<file path="src/rtl/fault_seq_pkg.sv">
`default_nettype none

package fault_seq_pkg;

  // ---------------------------------------------------------------------------
  // Register map (byte addresses)
  // ---------------------------------------------------------------------------
  localparam logic [7:0] CTRL_ADDR   = 8'h00;
  localparam logic [7:0] STATUS_ADDR = 8'h04;
  localparam logic [7:0] EVENT_ADDR  = 8'h08;
  localparam logic [7:0] MASK_ADDR   = 8'h0c;

  // CTRL fields
  localparam int CTRL_TURN_ON_BIT = 0;
  localparam int CTRL_BURST_BIT   = 1;
  localparam logic [31:0] CTRL_RESET = 32'h0000_0000;

  // EVENT / MASK bit positions
  localparam int EV_IN_LOW   = 0;
  localparam int EV_IN_HIGH  = 1;
  localparam int EV_OUT_LOW  = 2;
  localparam int EV_TEMP     = 3;
  localparam int EV_OUT_HIGH = 4;
  localparam int EV_WIDTH    = 5;
  localparam logic [EV_WIDTH-1:0] MASK_RESET = 5'h00;

  // AXI responses
  localparam logic [1:0] RESP_OKAY   = 2'h0;
  localparam logic [1:0] RESP_SLVERR = 2'h2;

  // ---------------------------------------------------------------------------
  // Timing (microseconds) and clock rate
  // ---------------------------------------------------------------------------
  localparam int CLK_HZ            = 20_000_000;
  localparam int FAULT_WAIT_US     = 1000;
  localparam int INIT_US           = 100;
  localparam int TURN_ON_US        = 100;
  localparam int IN_LOW_QUAL_US    = 10;
  localparam int IN_HIGH_QUAL_US   = 10;
  localparam int FAULT_WAIT_CYC    = FAULT_WAIT_US * (CLK_HZ / 1_000_000);
  localparam int INIT_CYC          = INIT_US * (CLK_HZ / 1_000_000);
  localparam int TURN_ON_CYC       = TURN_ON_US * (CLK_HZ / 1_000_000);
  localparam int IN_LOW_QUAL_CYC   = IN_LOW_QUAL_US * (CLK_HZ / 1_000_000);
  localparam int IN_HIGH_QUAL_CYC  = IN_HIGH_QUAL_US * (CLK_HZ / 1_000_000);
  localparam int CNT_W             = 24;

  typedef enum {
    ST_POWER_UP,
    ST_INIT,
    ST_IDLE,
    ST_TURN_ON,
    ST_RUN,
    ST_FAULT_WAIT,
    ST_RECOVER
  } seq_state_t;

  typedef struct packed {
    logic in_above_low_rise;
    logic in_below_low_fall;
    logic in_above_high_rise;
    logic in_below_high_fall;
    logic in_below_init;
    logic fast_in_high;
    logic out_below_low;
    logic out_above_high;
    logic temp_over;
    logic low_energy;
    logic cycle_tick;
  } sense_t;

endpackage

`default_nettype wire

</file>
<file path="src/rtl/converter_fault_sequencer.sv">
// Behaviour
// - Before running, ignore turn-on until input passes rising low level.
// - Running input below falling low level: input-low fault, stop switching.
// - Input-low dips shorter than the qualify window cause no fault.
// - After input-low fault, await rising level, restart if turned on.
// - Input above rising high level: input-high fault, halt switching.
// - After input-high fault, await falling level, resume if turned on.
// - Fast input-high flag stops switching; resumes if cleared unqualified.
// - Input-high outlasting its window registers even when not switching.
// - Output below low threshold while switching: short fault, stop at once.
// - After output-low fault, wait fault time, then init and turn-on delays.
// - Over-temperature registers fault, stops at once, waits fault time.
// - Temperature recovery also waits for cooling, then init and turn-on.
// - Output over threshold, checked each switching cycle, disables stage.
// - Output-high fault is latched; no automatic restart while latched.
// - Latch clears only on turn-on pin removal or input below init level.
// - Under light load the stage is gated off and on in bursts.
// - Trim mode captured at first power-up is kept across faults, disables.
`timescale 1ns/1ns
`default_nettype none

module converter_fault_sequencer #(
  parameter int FAULT_WAIT_CYC   = fault_seq_pkg::FAULT_WAIT_CYC,
  parameter int INIT_CYC         = fault_seq_pkg::INIT_CYC,
  parameter int TURN_ON_CYC      = fault_seq_pkg::TURN_ON_CYC,
  parameter int IN_LOW_QUAL_CYC  = fault_seq_pkg::IN_LOW_QUAL_CYC,
  parameter int IN_HIGH_QUAL_CYC = fault_seq_pkg::IN_HIGH_QUAL_CYC
) (
  // Clock and reset
  input  wire  logic                 CLOCK_IN,
  input  wire  logic                 ARST_N_IN,
  // Sense flags from comparators
  input  wire  fault_seq_pkg::sense_t SENSE_IN,
  input  wire  logic                 TURN_ON_PIN_IN,
  input  wire  logic                 TRIM_PIN_LOW_IN,
  // Power stage
  output logic                       RUN_OUT,
  output logic                       TRIM_ACTIVE_OUT,
  output logic                       IRQ_OUT,
  // AXI4-Lite write address
  input  wire  logic                 AWVALID_IN,
  output logic                       AWREADY_OUT,
  input  wire  logic [7:0]           AWADDR_IN,
  // AXI4-Lite write data
  input  wire  logic                 WVALID_IN,
  output logic                       WREADY_OUT,
  input  wire  logic [31:0]          WDATA_IN,
  input  wire  logic [3:0]           WSTRB_IN,
  // AXI4-Lite write response
  output logic                       BVALID_OUT,
  input  wire  logic                 BREADY_IN,
  output logic [1:0]                 BRESP_OUT,
  // AXI4-Lite read address
  input  wire  logic                 ARVALID_IN,
  output logic                       ARREADY_OUT,
  input  wire  logic [7:0]           ARADDR_IN,
  // AXI4-Lite read data
  output logic                       RVALID_OUT,
  input  wire  logic                 RREADY_IN,
  output logic [31:0]                RDATA_OUT,
  output logic [1:0]                 RRESP_OUT
);

  // ---------------------------------------------------------------------------
  // Parameter checks
  // ---------------------------------------------------------------------------
  // A count below one would wrap its terminal value to all ones
  if (FAULT_WAIT_CYC < 1 || INIT_CYC < 1 || TURN_ON_CYC < 1 ||
      IN_LOW_QUAL_CYC < 1 || IN_HIGH_QUAL_CYC < 1) begin
    $error("converter_fault_sequencer: counts below one");
  end
  // Every terminal value must fit the shared counter width
  if (FAULT_WAIT_CYC > (1 << fault_seq_pkg::CNT_W) ||
      INIT_CYC > (1 << fault_seq_pkg::CNT_W) ||
      TURN_ON_CYC > (1 << fault_seq_pkg::CNT_W) ||
      IN_LOW_QUAL_CYC > (1 << fault_seq_pkg::CNT_W) ||
      IN_HIGH_QUAL_CYC > (1 << fault_seq_pkg::CNT_W)) begin
    $error("converter_fault_sequencer: counts exceed counter width");
  end

  localparam int EW = fault_seq_pkg::EV_WIDTH;
  localparam int CW = fault_seq_pkg::CNT_W;
  localparam logic [CW-1:0] FW_T = CW'(FAULT_WAIT_CYC - 1);
  localparam logic [CW-1:0] IN_T = CW'(INIT_CYC - 1);
  localparam logic [CW-1:0] TO_T = CW'(TURN_ON_CYC - 1);
  localparam logic [CW-1:0] LQ_T = CW'(IN_LOW_QUAL_CYC - 1);
  localparam logic [CW-1:0] HQ_T = CW'(IN_HIGH_QUAL_CYC - 1);

  // ---------------------------------------------------------------------------
  // State
  // ---------------------------------------------------------------------------
  typedef struct packed {
    fault_seq_pkg::seq_state_t st;
    logic [CW-1:0]   cnt;
    logic [CW-1:0]   low_q;
    logic [CW-1:0]   high_q;
    logic            f_in_low;
    logic            f_in_high;
    logic            f_out_low;
    logic            f_temp;
    logic            ovp_latch;
    logic            trim_captured;
    logic            trim_active;
    logic            burst_on;
    logic            gate;
    logic [31:0]     ctrl;
    logic [EW-1:0]   events;
    logic [EW-1:0]   mask;
    logic            aw_full;
    logic [7:0]      aw_addr;
    logic            w_full;
    logic [31:0]     w_data;
    logic [3:0]      w_strb;
    logic            bvalid;
    logic [1:0]      bresp;
    logic            rvalid;
    logic [31:0]     rdata;
    logic [1:0]      rresp;
  } state_t;

  state_t r;
  state_t next_r;

  function automatic logic mapped(input logic [7:0] a);
    mapped = (a == fault_seq_pkg::CTRL_ADDR)   ||
             (a == fault_seq_pkg::STATUS_ADDR) ||
             (a == fault_seq_pkg::EVENT_ADDR)  ||
             (a == fault_seq_pkg::MASK_ADDR);
  endfunction

  function automatic logic [31:0] merge(input logic [31:0] old,
                                        input logic [31:0] d,
                                        input logic [3:0]  s);
    logic [31:0] m;
    m = old;
    for (int i = 0; i < 4; i++) begin
      if (s[i]) begin
        m[i*8 +: 8] = d[i*8 +: 8];
      end
    end
    merge = m;
  endfunction

  logic turn_on;
  logic any_fault;
  logic [EW-1:0] ev_set;
  logic [31:0] status_word;

  assign turn_on   = TURN_ON_PIN_IN && r.ctrl[fault_seq_pkg::CTRL_TURN_ON_BIT];
  assign any_fault = r.f_in_low || r.f_in_high || r.f_out_low ||
                     r.f_temp || r.ovp_latch;

  assign status_word = {21'h0, r.trim_active, r.gate, 4'(r.st),
                        r.ovp_latch, r.f_temp, r.f_out_low, r.f_in_high,
                        r.f_in_low};

  // ---------------------------------------------------------------------------
  // Next state
  // ---------------------------------------------------------------------------
  always_comb begin
    logic [31:0] wd;
    wd     = 32'h0;
    next_r = r;
    ev_set = '0;

    // Qualification counters for input lockouts
    if (SENSE_IN.in_below_low_fall) begin
      if (r.low_q != LQ_T) next_r.low_q = r.low_q + 1'b1;
    end else begin
      next_r.low_q = '0;
    end
    if (SENSE_IN.in_above_high_rise) begin
      if (r.high_q != HQ_T) next_r.high_q = r.high_q + 1'b1;
    end else begin
      next_r.high_q = '0;
    end

    // Input-low qualified only while running
    if (r.st == fault_seq_pkg::ST_RUN && SENSE_IN.in_below_low_fall &&
        r.low_q == LQ_T && !r.f_in_low) begin
      next_r.f_in_low = 1'b1;
      ev_set[fault_seq_pkg::EV_IN_LOW] = 1'b1;
    end
    if (r.f_in_low && SENSE_IN.in_above_low_rise) begin
      next_r.f_in_low = 1'b0;
    end

    // Input-high registered whether or not switching
    if (SENSE_IN.in_above_high_rise && r.high_q == HQ_T && !r.f_in_high) begin
      next_r.f_in_high = 1'b1;
      ev_set[fault_seq_pkg::EV_IN_HIGH] = 1'b1;
    end
    if (r.f_in_high && SENSE_IN.in_below_high_fall) begin
      next_r.f_in_high = 1'b0;
    end

    // Output overvoltage sampled once per switching cycle
    // A trip in the same cycle as a clear keeps the latch set
    if (RUN_OUT && SENSE_IN.cycle_tick && SENSE_IN.out_above_high) begin
      next_r.ovp_latch = 1'b1;
      ev_set[fault_seq_pkg::EV_OUT_HIGH] = 1'b1;
    end else if (r.ovp_latch &&
                 (!TURN_ON_PIN_IN || SENSE_IN.in_below_init)) begin
      next_r.ovp_latch = 1'b0;
    end

    // Trim mode caught once after the first init interval
    if (r.st == fault_seq_pkg::ST_INIT && r.cnt == IN_T &&
        !r.trim_captured) begin
      next_r.trim_captured = 1'b1;
      next_r.trim_active   = TRIM_PIN_LOW_IN;
    end

    // Light-load burst gating: toggle on each switching cycle
    if (r.st == fault_seq_pkg::ST_RUN && SENSE_IN.low_energy &&
        r.ctrl[fault_seq_pkg::CTRL_BURST_BIT]) begin
      next_r.burst_on = 1'b1;
      if (SENSE_IN.cycle_tick) next_r.gate = ~r.gate;
    end else begin
      next_r.burst_on = 1'b0;
      next_r.gate     = 1'b0;
    end

    // Sequencer
    next_r.cnt = r.cnt + 1'b1;
    case (r.st)
      fault_seq_pkg::ST_POWER_UP: begin
        next_r.cnt = '0;
        next_r.st  = fault_seq_pkg::ST_INIT;
      end
      fault_seq_pkg::ST_INIT: begin
        if (r.cnt == IN_T) begin
          next_r.cnt = '0;
          next_r.st  = fault_seq_pkg::ST_IDLE;
        end
      end
      fault_seq_pkg::ST_IDLE: begin
        next_r.cnt = '0;
        if (turn_on && SENSE_IN.in_above_low_rise && !any_fault) begin
          next_r.st = fault_seq_pkg::ST_TURN_ON;
        end
      end
      fault_seq_pkg::ST_TURN_ON: begin
        // A sagging input during the delay cancels the start
        if (!turn_on || any_fault || !SENSE_IN.in_above_low_rise) begin
          next_r.st  = fault_seq_pkg::ST_IDLE;
        end else if (r.cnt == TO_T) begin
          next_r.cnt = '0;
          next_r.st  = fault_seq_pkg::ST_RUN;
        end
      end
      fault_seq_pkg::ST_RUN: begin
        next_r.cnt = '0;
        if (SENSE_IN.out_below_low && !SENSE_IN.fast_in_high) begin
          next_r.f_out_low = 1'b1;
          ev_set[fault_seq_pkg::EV_OUT_LOW] = 1'b1;
          next_r.st = fault_seq_pkg::ST_FAULT_WAIT;
        end else if (SENSE_IN.temp_over) begin
          next_r.f_temp = 1'b1;
          ev_set[fault_seq_pkg::EV_TEMP] = 1'b1;
          next_r.st = fault_seq_pkg::ST_FAULT_WAIT;
        end else if (!turn_on || next_r.f_in_low || next_r.f_in_high ||
                     next_r.ovp_latch) begin
          next_r.st = fault_seq_pkg::ST_IDLE;
        end
      end
      fault_seq_pkg::ST_FAULT_WAIT: begin
        if (r.cnt >= FW_T && !(r.f_temp && SENSE_IN.temp_over)) begin
          next_r.f_out_low = 1'b0;
          next_r.f_temp    = 1'b0;
          next_r.cnt       = '0;
          next_r.st        = fault_seq_pkg::ST_RECOVER;
        end else if (r.cnt >= FW_T) begin
          // Park at the terminal count until the die has cooled
          next_r.cnt = FW_T;
        end
      end
      fault_seq_pkg::ST_RECOVER: begin
        if (r.cnt == IN_T) begin
          next_r.cnt = '0;
          next_r.st  = fault_seq_pkg::ST_IDLE;
        end
      end
      default: begin
        next_r.st  = fault_seq_pkg::ST_IDLE;
        next_r.cnt = '0;
      end
    endcase

    // ----------------------------------------------------------------------
    // AXI4-Lite slave
    // ----------------------------------------------------------------------
    if (AWVALID_IN && AWREADY_OUT) begin
      next_r.aw_full = 1'b1;
      next_r.aw_addr = AWADDR_IN;
    end
    if (WVALID_IN && WREADY_OUT) begin
      next_r.w_full = 1'b1;
      next_r.w_data = WDATA_IN;
      next_r.w_strb = WSTRB_IN;
    end
    if (r.bvalid && BREADY_IN) next_r.bvalid = 1'b0;
    if (r.aw_full && r.w_full && !r.bvalid) begin
      next_r.aw_full = 1'b0;
      next_r.w_full  = 1'b0;
      next_r.bvalid  = 1'b1;
      next_r.bresp   = mapped(r.aw_addr) ? fault_seq_pkg::RESP_OKAY
                                         : fault_seq_pkg::RESP_SLVERR;
      wd = merge(32'h0, r.w_data, r.w_strb);
      case (r.aw_addr)
        fault_seq_pkg::CTRL_ADDR:
          next_r.ctrl = merge(r.ctrl, r.w_data, r.w_strb);
        fault_seq_pkg::EVENT_ADDR:
          next_r.events = r.events & ~wd[EW-1:0];
        fault_seq_pkg::MASK_ADDR:
          next_r.mask = wd[EW-1:0] | (r.mask & ~{EW{r.w_strb[0]}});
        default: begin
        end
      endcase
    end
    // Set beats write-one-to-clear in the same cycle
    next_r.events = next_r.events | ev_set;

    if (r.rvalid && RREADY_IN) next_r.rvalid = 1'b0;
    if (ARVALID_IN && ARREADY_OUT) begin
      next_r.rvalid = 1'b1;
      next_r.rresp  = mapped(ARADDR_IN) ? fault_seq_pkg::RESP_OKAY
                                        : fault_seq_pkg::RESP_SLVERR;
      case (ARADDR_IN)
        fault_seq_pkg::CTRL_ADDR:   next_r.rdata = r.ctrl;
        fault_seq_pkg::STATUS_ADDR: next_r.rdata = status_word;
        fault_seq_pkg::EVENT_ADDR:  next_r.rdata = 32'(r.events);
        fault_seq_pkg::MASK_ADDR:   next_r.rdata = 32'(r.mask);
        default:                    next_r.rdata = 32'h0;
      endcase
    end
  end

  always_ff @(posedge CLOCK_IN or negedge ARST_N_IN) begin
    if (!ARST_N_IN) begin
      r      <= '0;
      r.st   <= fault_seq_pkg::ST_POWER_UP;
      r.ctrl <= fault_seq_pkg::CTRL_RESET;
      r.mask <= fault_seq_pkg::MASK_RESET;
    end else begin
      r <= next_r;
    end
  end

  // ---------------------------------------------------------------------------
  // Outputs
  // ---------------------------------------------------------------------------
  // Fast controller flag gates switching combinationally, no fault recorded
  assign RUN_OUT = (r.st == fault_seq_pkg::ST_RUN) && turn_on &&
                   !any_fault && !r.gate &&
                   !SENSE_IN.fast_in_high;
  assign TRIM_ACTIVE_OUT = r.trim_active;
  assign IRQ_OUT     = |(r.events & r.mask);
  assign AWREADY_OUT = !r.aw_full;
  assign WREADY_OUT  = !r.w_full;
  assign BVALID_OUT  = r.bvalid;
  assign BRESP_OUT   = r.bresp;
  assign ARREADY_OUT = !r.rvalid;
  assign RVALID_OUT  = r.rvalid;
  assign RDATA_OUT   = r.rdata;
  assign RRESP_OUT   = r.rresp;

endmodule

`default_nettype wire

</file>
<file path="config.mk">
export PLATFORM = sky130hd
export DESIGN_NAME = converter_fault_sequencer
export DESIGN_NICKNAME = d
export VERILOG_FILES = /design/src/rtl/fault_seq_pkg.sv /design/src/rtl/converter_fault_sequencer.sv
export SDC_FILE = /design/constraint.sdc
export NUM_CORES = 1
export LEC_CHECK = 0
export ABC_AREA = 1
export ABC_CLOCK_PERIOD_IN_PS = 1700
export BUFFER_PORTS_ARGS = -buffer_cell sky130_fd_sc_hd__buf_2
export CORE_MARGIN = 2
export CORE_UTILIZATION = 53
export DETAILED_ROUTE_END_ITERATION = 8
export GPL_TIMING_DRIVEN = 0
export PLACE_DENSITY = 0.76
export RECOVER_POWER = 25
export SLEW_MARGIN = 20
export SYNTH_ARGS = -nofsm -noshare
export SYNTH_HDL_FRONTEND = slang
export SYNTH_SLANG_ARGS = --single-unit
</file>
<file path="constraint.sdc">
create_clock -name CLOCK_IN -period 1.7 [get_ports CLOCK_IN]
set_input_delay 0.085 -clock CLOCK_IN [delete_from_list [all_inputs] [get_ports CLOCK_IN]]
set_output_delay 0.085 -clock CLOCK_IN [all_outputs]
set_load 0.01 [all_outputs]
</file>
==> results.md <==
- Layout fillers: 1281
- # nets final: 1534
- WL met2: 13500 um
- Setup violations, final: 19
- Sw frac: 0.287
- Sequential share of the synthesized area: 0.514
- Initial core utilization: 0.539
- Starting DRT DRC Count: 883
- DR pass1 iterations: 5
- Total gr overflow: 0
- Worst VDD drop: 0.706 mV
- Seq pwr share: 0.441
- Synth Register Bits: 207
- Core Footprint: 0.0187 mm2
- Fmax: 560 MHz
- Sink Count: 207
- Maximum root-to-sink buffer count: 3
- Hold Slack: 0.00956 ns
- Combinational power share: 0.171
- Slowest library cell on the worst path: dfrtp_1
- Vias: 9362
- # IOs: 116
- Failing checks: negative setup slack
- Status: finished with violations
- Number of core rows: 50
- Wire per inst: 16.2 um
- Period Utilization, post-route: 1.05
- Avg Synthesized Cell Area: 8.40 um2
- Top Metal Used: met4
- Final wirelength: 27800 um
- Pre-CTS WS: -0.350 ns
- Crit Path Max Fanout: 4
- Commonest non-fill, non-tap cell in the layout: nand2_1
- Critical Path RT: 1.62 ns
- Pin slew with the least headroom to its limit: 1.28 ns
- Synth Flop Type: dfrtp_1
- IO buf count: 111
- Area of the mapped netlist: 0.0101 mm2
- Initial antenna violation count: 1
- Hold Fails Final Rpt: 0
- Gr usage total: 0.252
- Pwr Density: 1020 mW/mm2
- Most frequent cells in the layout: nand2_1 (215), dfrtp_1 (199), inv_1 (136)
- P_int: 9.90 mW
- Worst-Skew Late Latency: 0.53 ns
- Met1 WL: 11500 um
- Share of cells above drive strength 1: 0.294
- Root Driver: clkbuf_16
- Crit path kind: flop to primary output
- Fin. max-slew vios: 0
- Clock power frac: 0.389
- Area grow syn2layout: 34.9%
- Leakage: 6.49 nW
- Smallest setup slack after layout: -0.0851 ns
- Pin count of the biggest net entering global routing: 101
- DIE WIDTH: 142 um
- GPL Wtd Cong: 0.892
- Max Cap Violations: 0
- Ys Warns: 0
- Die height: 142 um
- Critical Path Start Type: flop
- Final HPWL DP: 16400 um
- Vias/cell: 5.48
- Crit-path max cell delay: 0.48 ns
- # H-tree levels: 1
- Area of the die: 0.0201 mm2
- ANT nets after route: 0
- Met3 routed WL: 1710 um
- Post-layout minimum cycle time: 1.79 ns
- Sw Pwr: 3.99 mW
- CTS tree: built
- Crit-path cells: nand2_1 -> inv_1 -> nand3_2 -> nor3_2 -> buf_2
- TritonCTS Buffers: 23
- Post-synth cell types: 48
- CP endpoint kind: primary output
- Syn Inst Count: 1200
- Post-synth ARST share: 1.00
- Post-Route Utilization: 0.727
- RSZ-0062 raised after global routing: yes
- First-pass GRT wire length: 41200 um
- Crit path DAT: 1.70 ns
- Vias in the first global route: 8682
- DR DRC count: 0
- Clock slew at reported path FFs: 0.06 ns
- Number of synthesized flops with an enable pin: 0
- Slew headroom: 0.145
- Skew final: 0.0189 ns
- Worst min-delay path category: input port to flop
## area by class of cell
| type | count | area [um2] | area share |
|---|---|---|---|
| tap | 234 | 293 | 0.0215 |
| multi-input combinational | 776 | 4510 | 0.331 |
| inverter | 159 | 599 | 0.0441 |
| antenna | 1 | 2.50 | 0.000184 |
| clock buffer | 29 | 648 | 0.0477 |
| clock inverter | 11 | 175 | 0.0129 |
| timing repair buffer | 232 | 1750 | 0.129 |
| buffer | 60 | 425 | 0.0313 |
| sequential | 207 | 5190 | 0.382 |
## worst max-delay path: cells and delay by family, from the launching register on
kind	cells	cell delay, ns
and+or+nand+nor	3	0.38
DFF	1	0.48
buffers and inverters	2	0.31
## cell usage after synthesis (2+ instances only)
library cell | number | area share
o21ai_0 | 87 | 0.043
inv_1 | 157 | 0.058
nand2_1 | 246 | 0.092
nor4_1 | 11 | 0.0068
nand4_1 | 18 | 0.011
nor3_2 | 3 | 0.0030
o21a_1 | 5 | 0.0037
buf_6 | 4 | 0.0045
nand3_1 | 43 | 0.021
xnor2_1 | 4 | 0.0035
nand3_2 | 6 | 0.0060
buf_4 | 37 | 0.028
o22ai_1 | 9 | 0.0056
nor2_2 | 4 | 0.0025
xor2_1 | 14 | 0.012
o21bai_1 | 2 | 0.0015
nor2_4 | 2 | 0.0022
ha_1 | 3 | 0.0037
nor2_1 | 133 | 0.050
a21oi_1 | 73 | 0.036
nand2_2 | 5 | 0.0031
a31oi_1 | 6 | 0.0037
o21ai_1 | 5 | 0.0025
nor3_1 | 34 | 0.017
clkbuf_1 | 18 | 0.0067
o21ai_2 | 24 | 0.021
dfrtp_1 | 207 | 0.51
mux2_2 | 14 | 0.016
nor3_4 | 2 | 0.0032
a21boi_0 | 6 | 0.0045
## sequential cells by signal, indices dropped and copies added, names as in the netlist
signal           cells
r                  170
TRIM_ACTIVE_OUT      1
BRESP_OUT            1
RDATA_OUT           32
RRESP_OUT            1
BVALID_OUT           1
RVALID_OUT           1
## metal layers
metal / global-route usage / up-vias
met5: 0 / -
met4: 0.0942 / 0
met3: 0.0307 / 103
met2: 0.422 / 386
met1: 0.340 / 4478
li1: - / 4395
## cells by family (layout without fill, tap and decap cells)
logic type | Yosys count | after routing | synth area share
adders and majority gates | 3 | 3 | 0.00373
muxes | 14 | 14 | 0.0156
xor gates and xnor gates | 18 | 18 | 0.0156
DFF | 207 | 207 | 0.514
other | 1 | 3 | 0.000372
buffers and inverters | 219 | 491 | 0.0985
AOI/OAI and AO/OA | 224 | 224 | 0.127
and+or+nand+nor | 514 | 515 | 0.225
## final timing paths
check,from,cells past startpoint,slack (ns),endpoint
worst max register to register,r[80],8,-0.08,r[110]
worst max-delay path,r[94],5,-0.09,RUN_OUT
worst min register to register,r[129],2,0.45,r[129]
min in group asynchronous,ARST_N_IN,3,0.44,r[145]
max in group asynchronous,ARST_N_IN,3,0.32,r[209]
worst min-delay path,ARVALID_IN,4,0.01,RDATA_OUT[11]
## stage by stage
stage          total power [mW]  TNS [ns]  instances  cell area (um2)
4_1_cts                    13.6     -1.68       1672            12800
3_5_place_dp               8.07    -13.22       1548            11000
6_report                   13.9    -0.994       1709            13600
5_1_grt                    14.4     -3.99       1709            13600
3_3_place_gp               7.95   -616.40       1546            10900
2_1_floorplan              7.35         0       1201            10100
## what timing repair did
item / CTS / global route
endpoints found under the hold margin: 272 / 0
cloned: 1 / 5
resized for setup: 46 / 158
endpoints found under the setup margin: 89 / 129
pin swaps: 14 / 36
hold buffers: 63 / 0
setup buffers: 20 / 31
## power groups by stage
stage	Sequential (mW)	Clock, mW	Combinational [mW]
after floorplan	6.03	0	1.32
after global placement	6.08	0	1.87
after detailed placement	6.12	0	1.95
after CTS	6.04	5.42	2.16
after global routing	6.18	5.67	2.59
final	6.12	5.40	2.37
No activity file was read; power rests on OpenSTA's default activity.
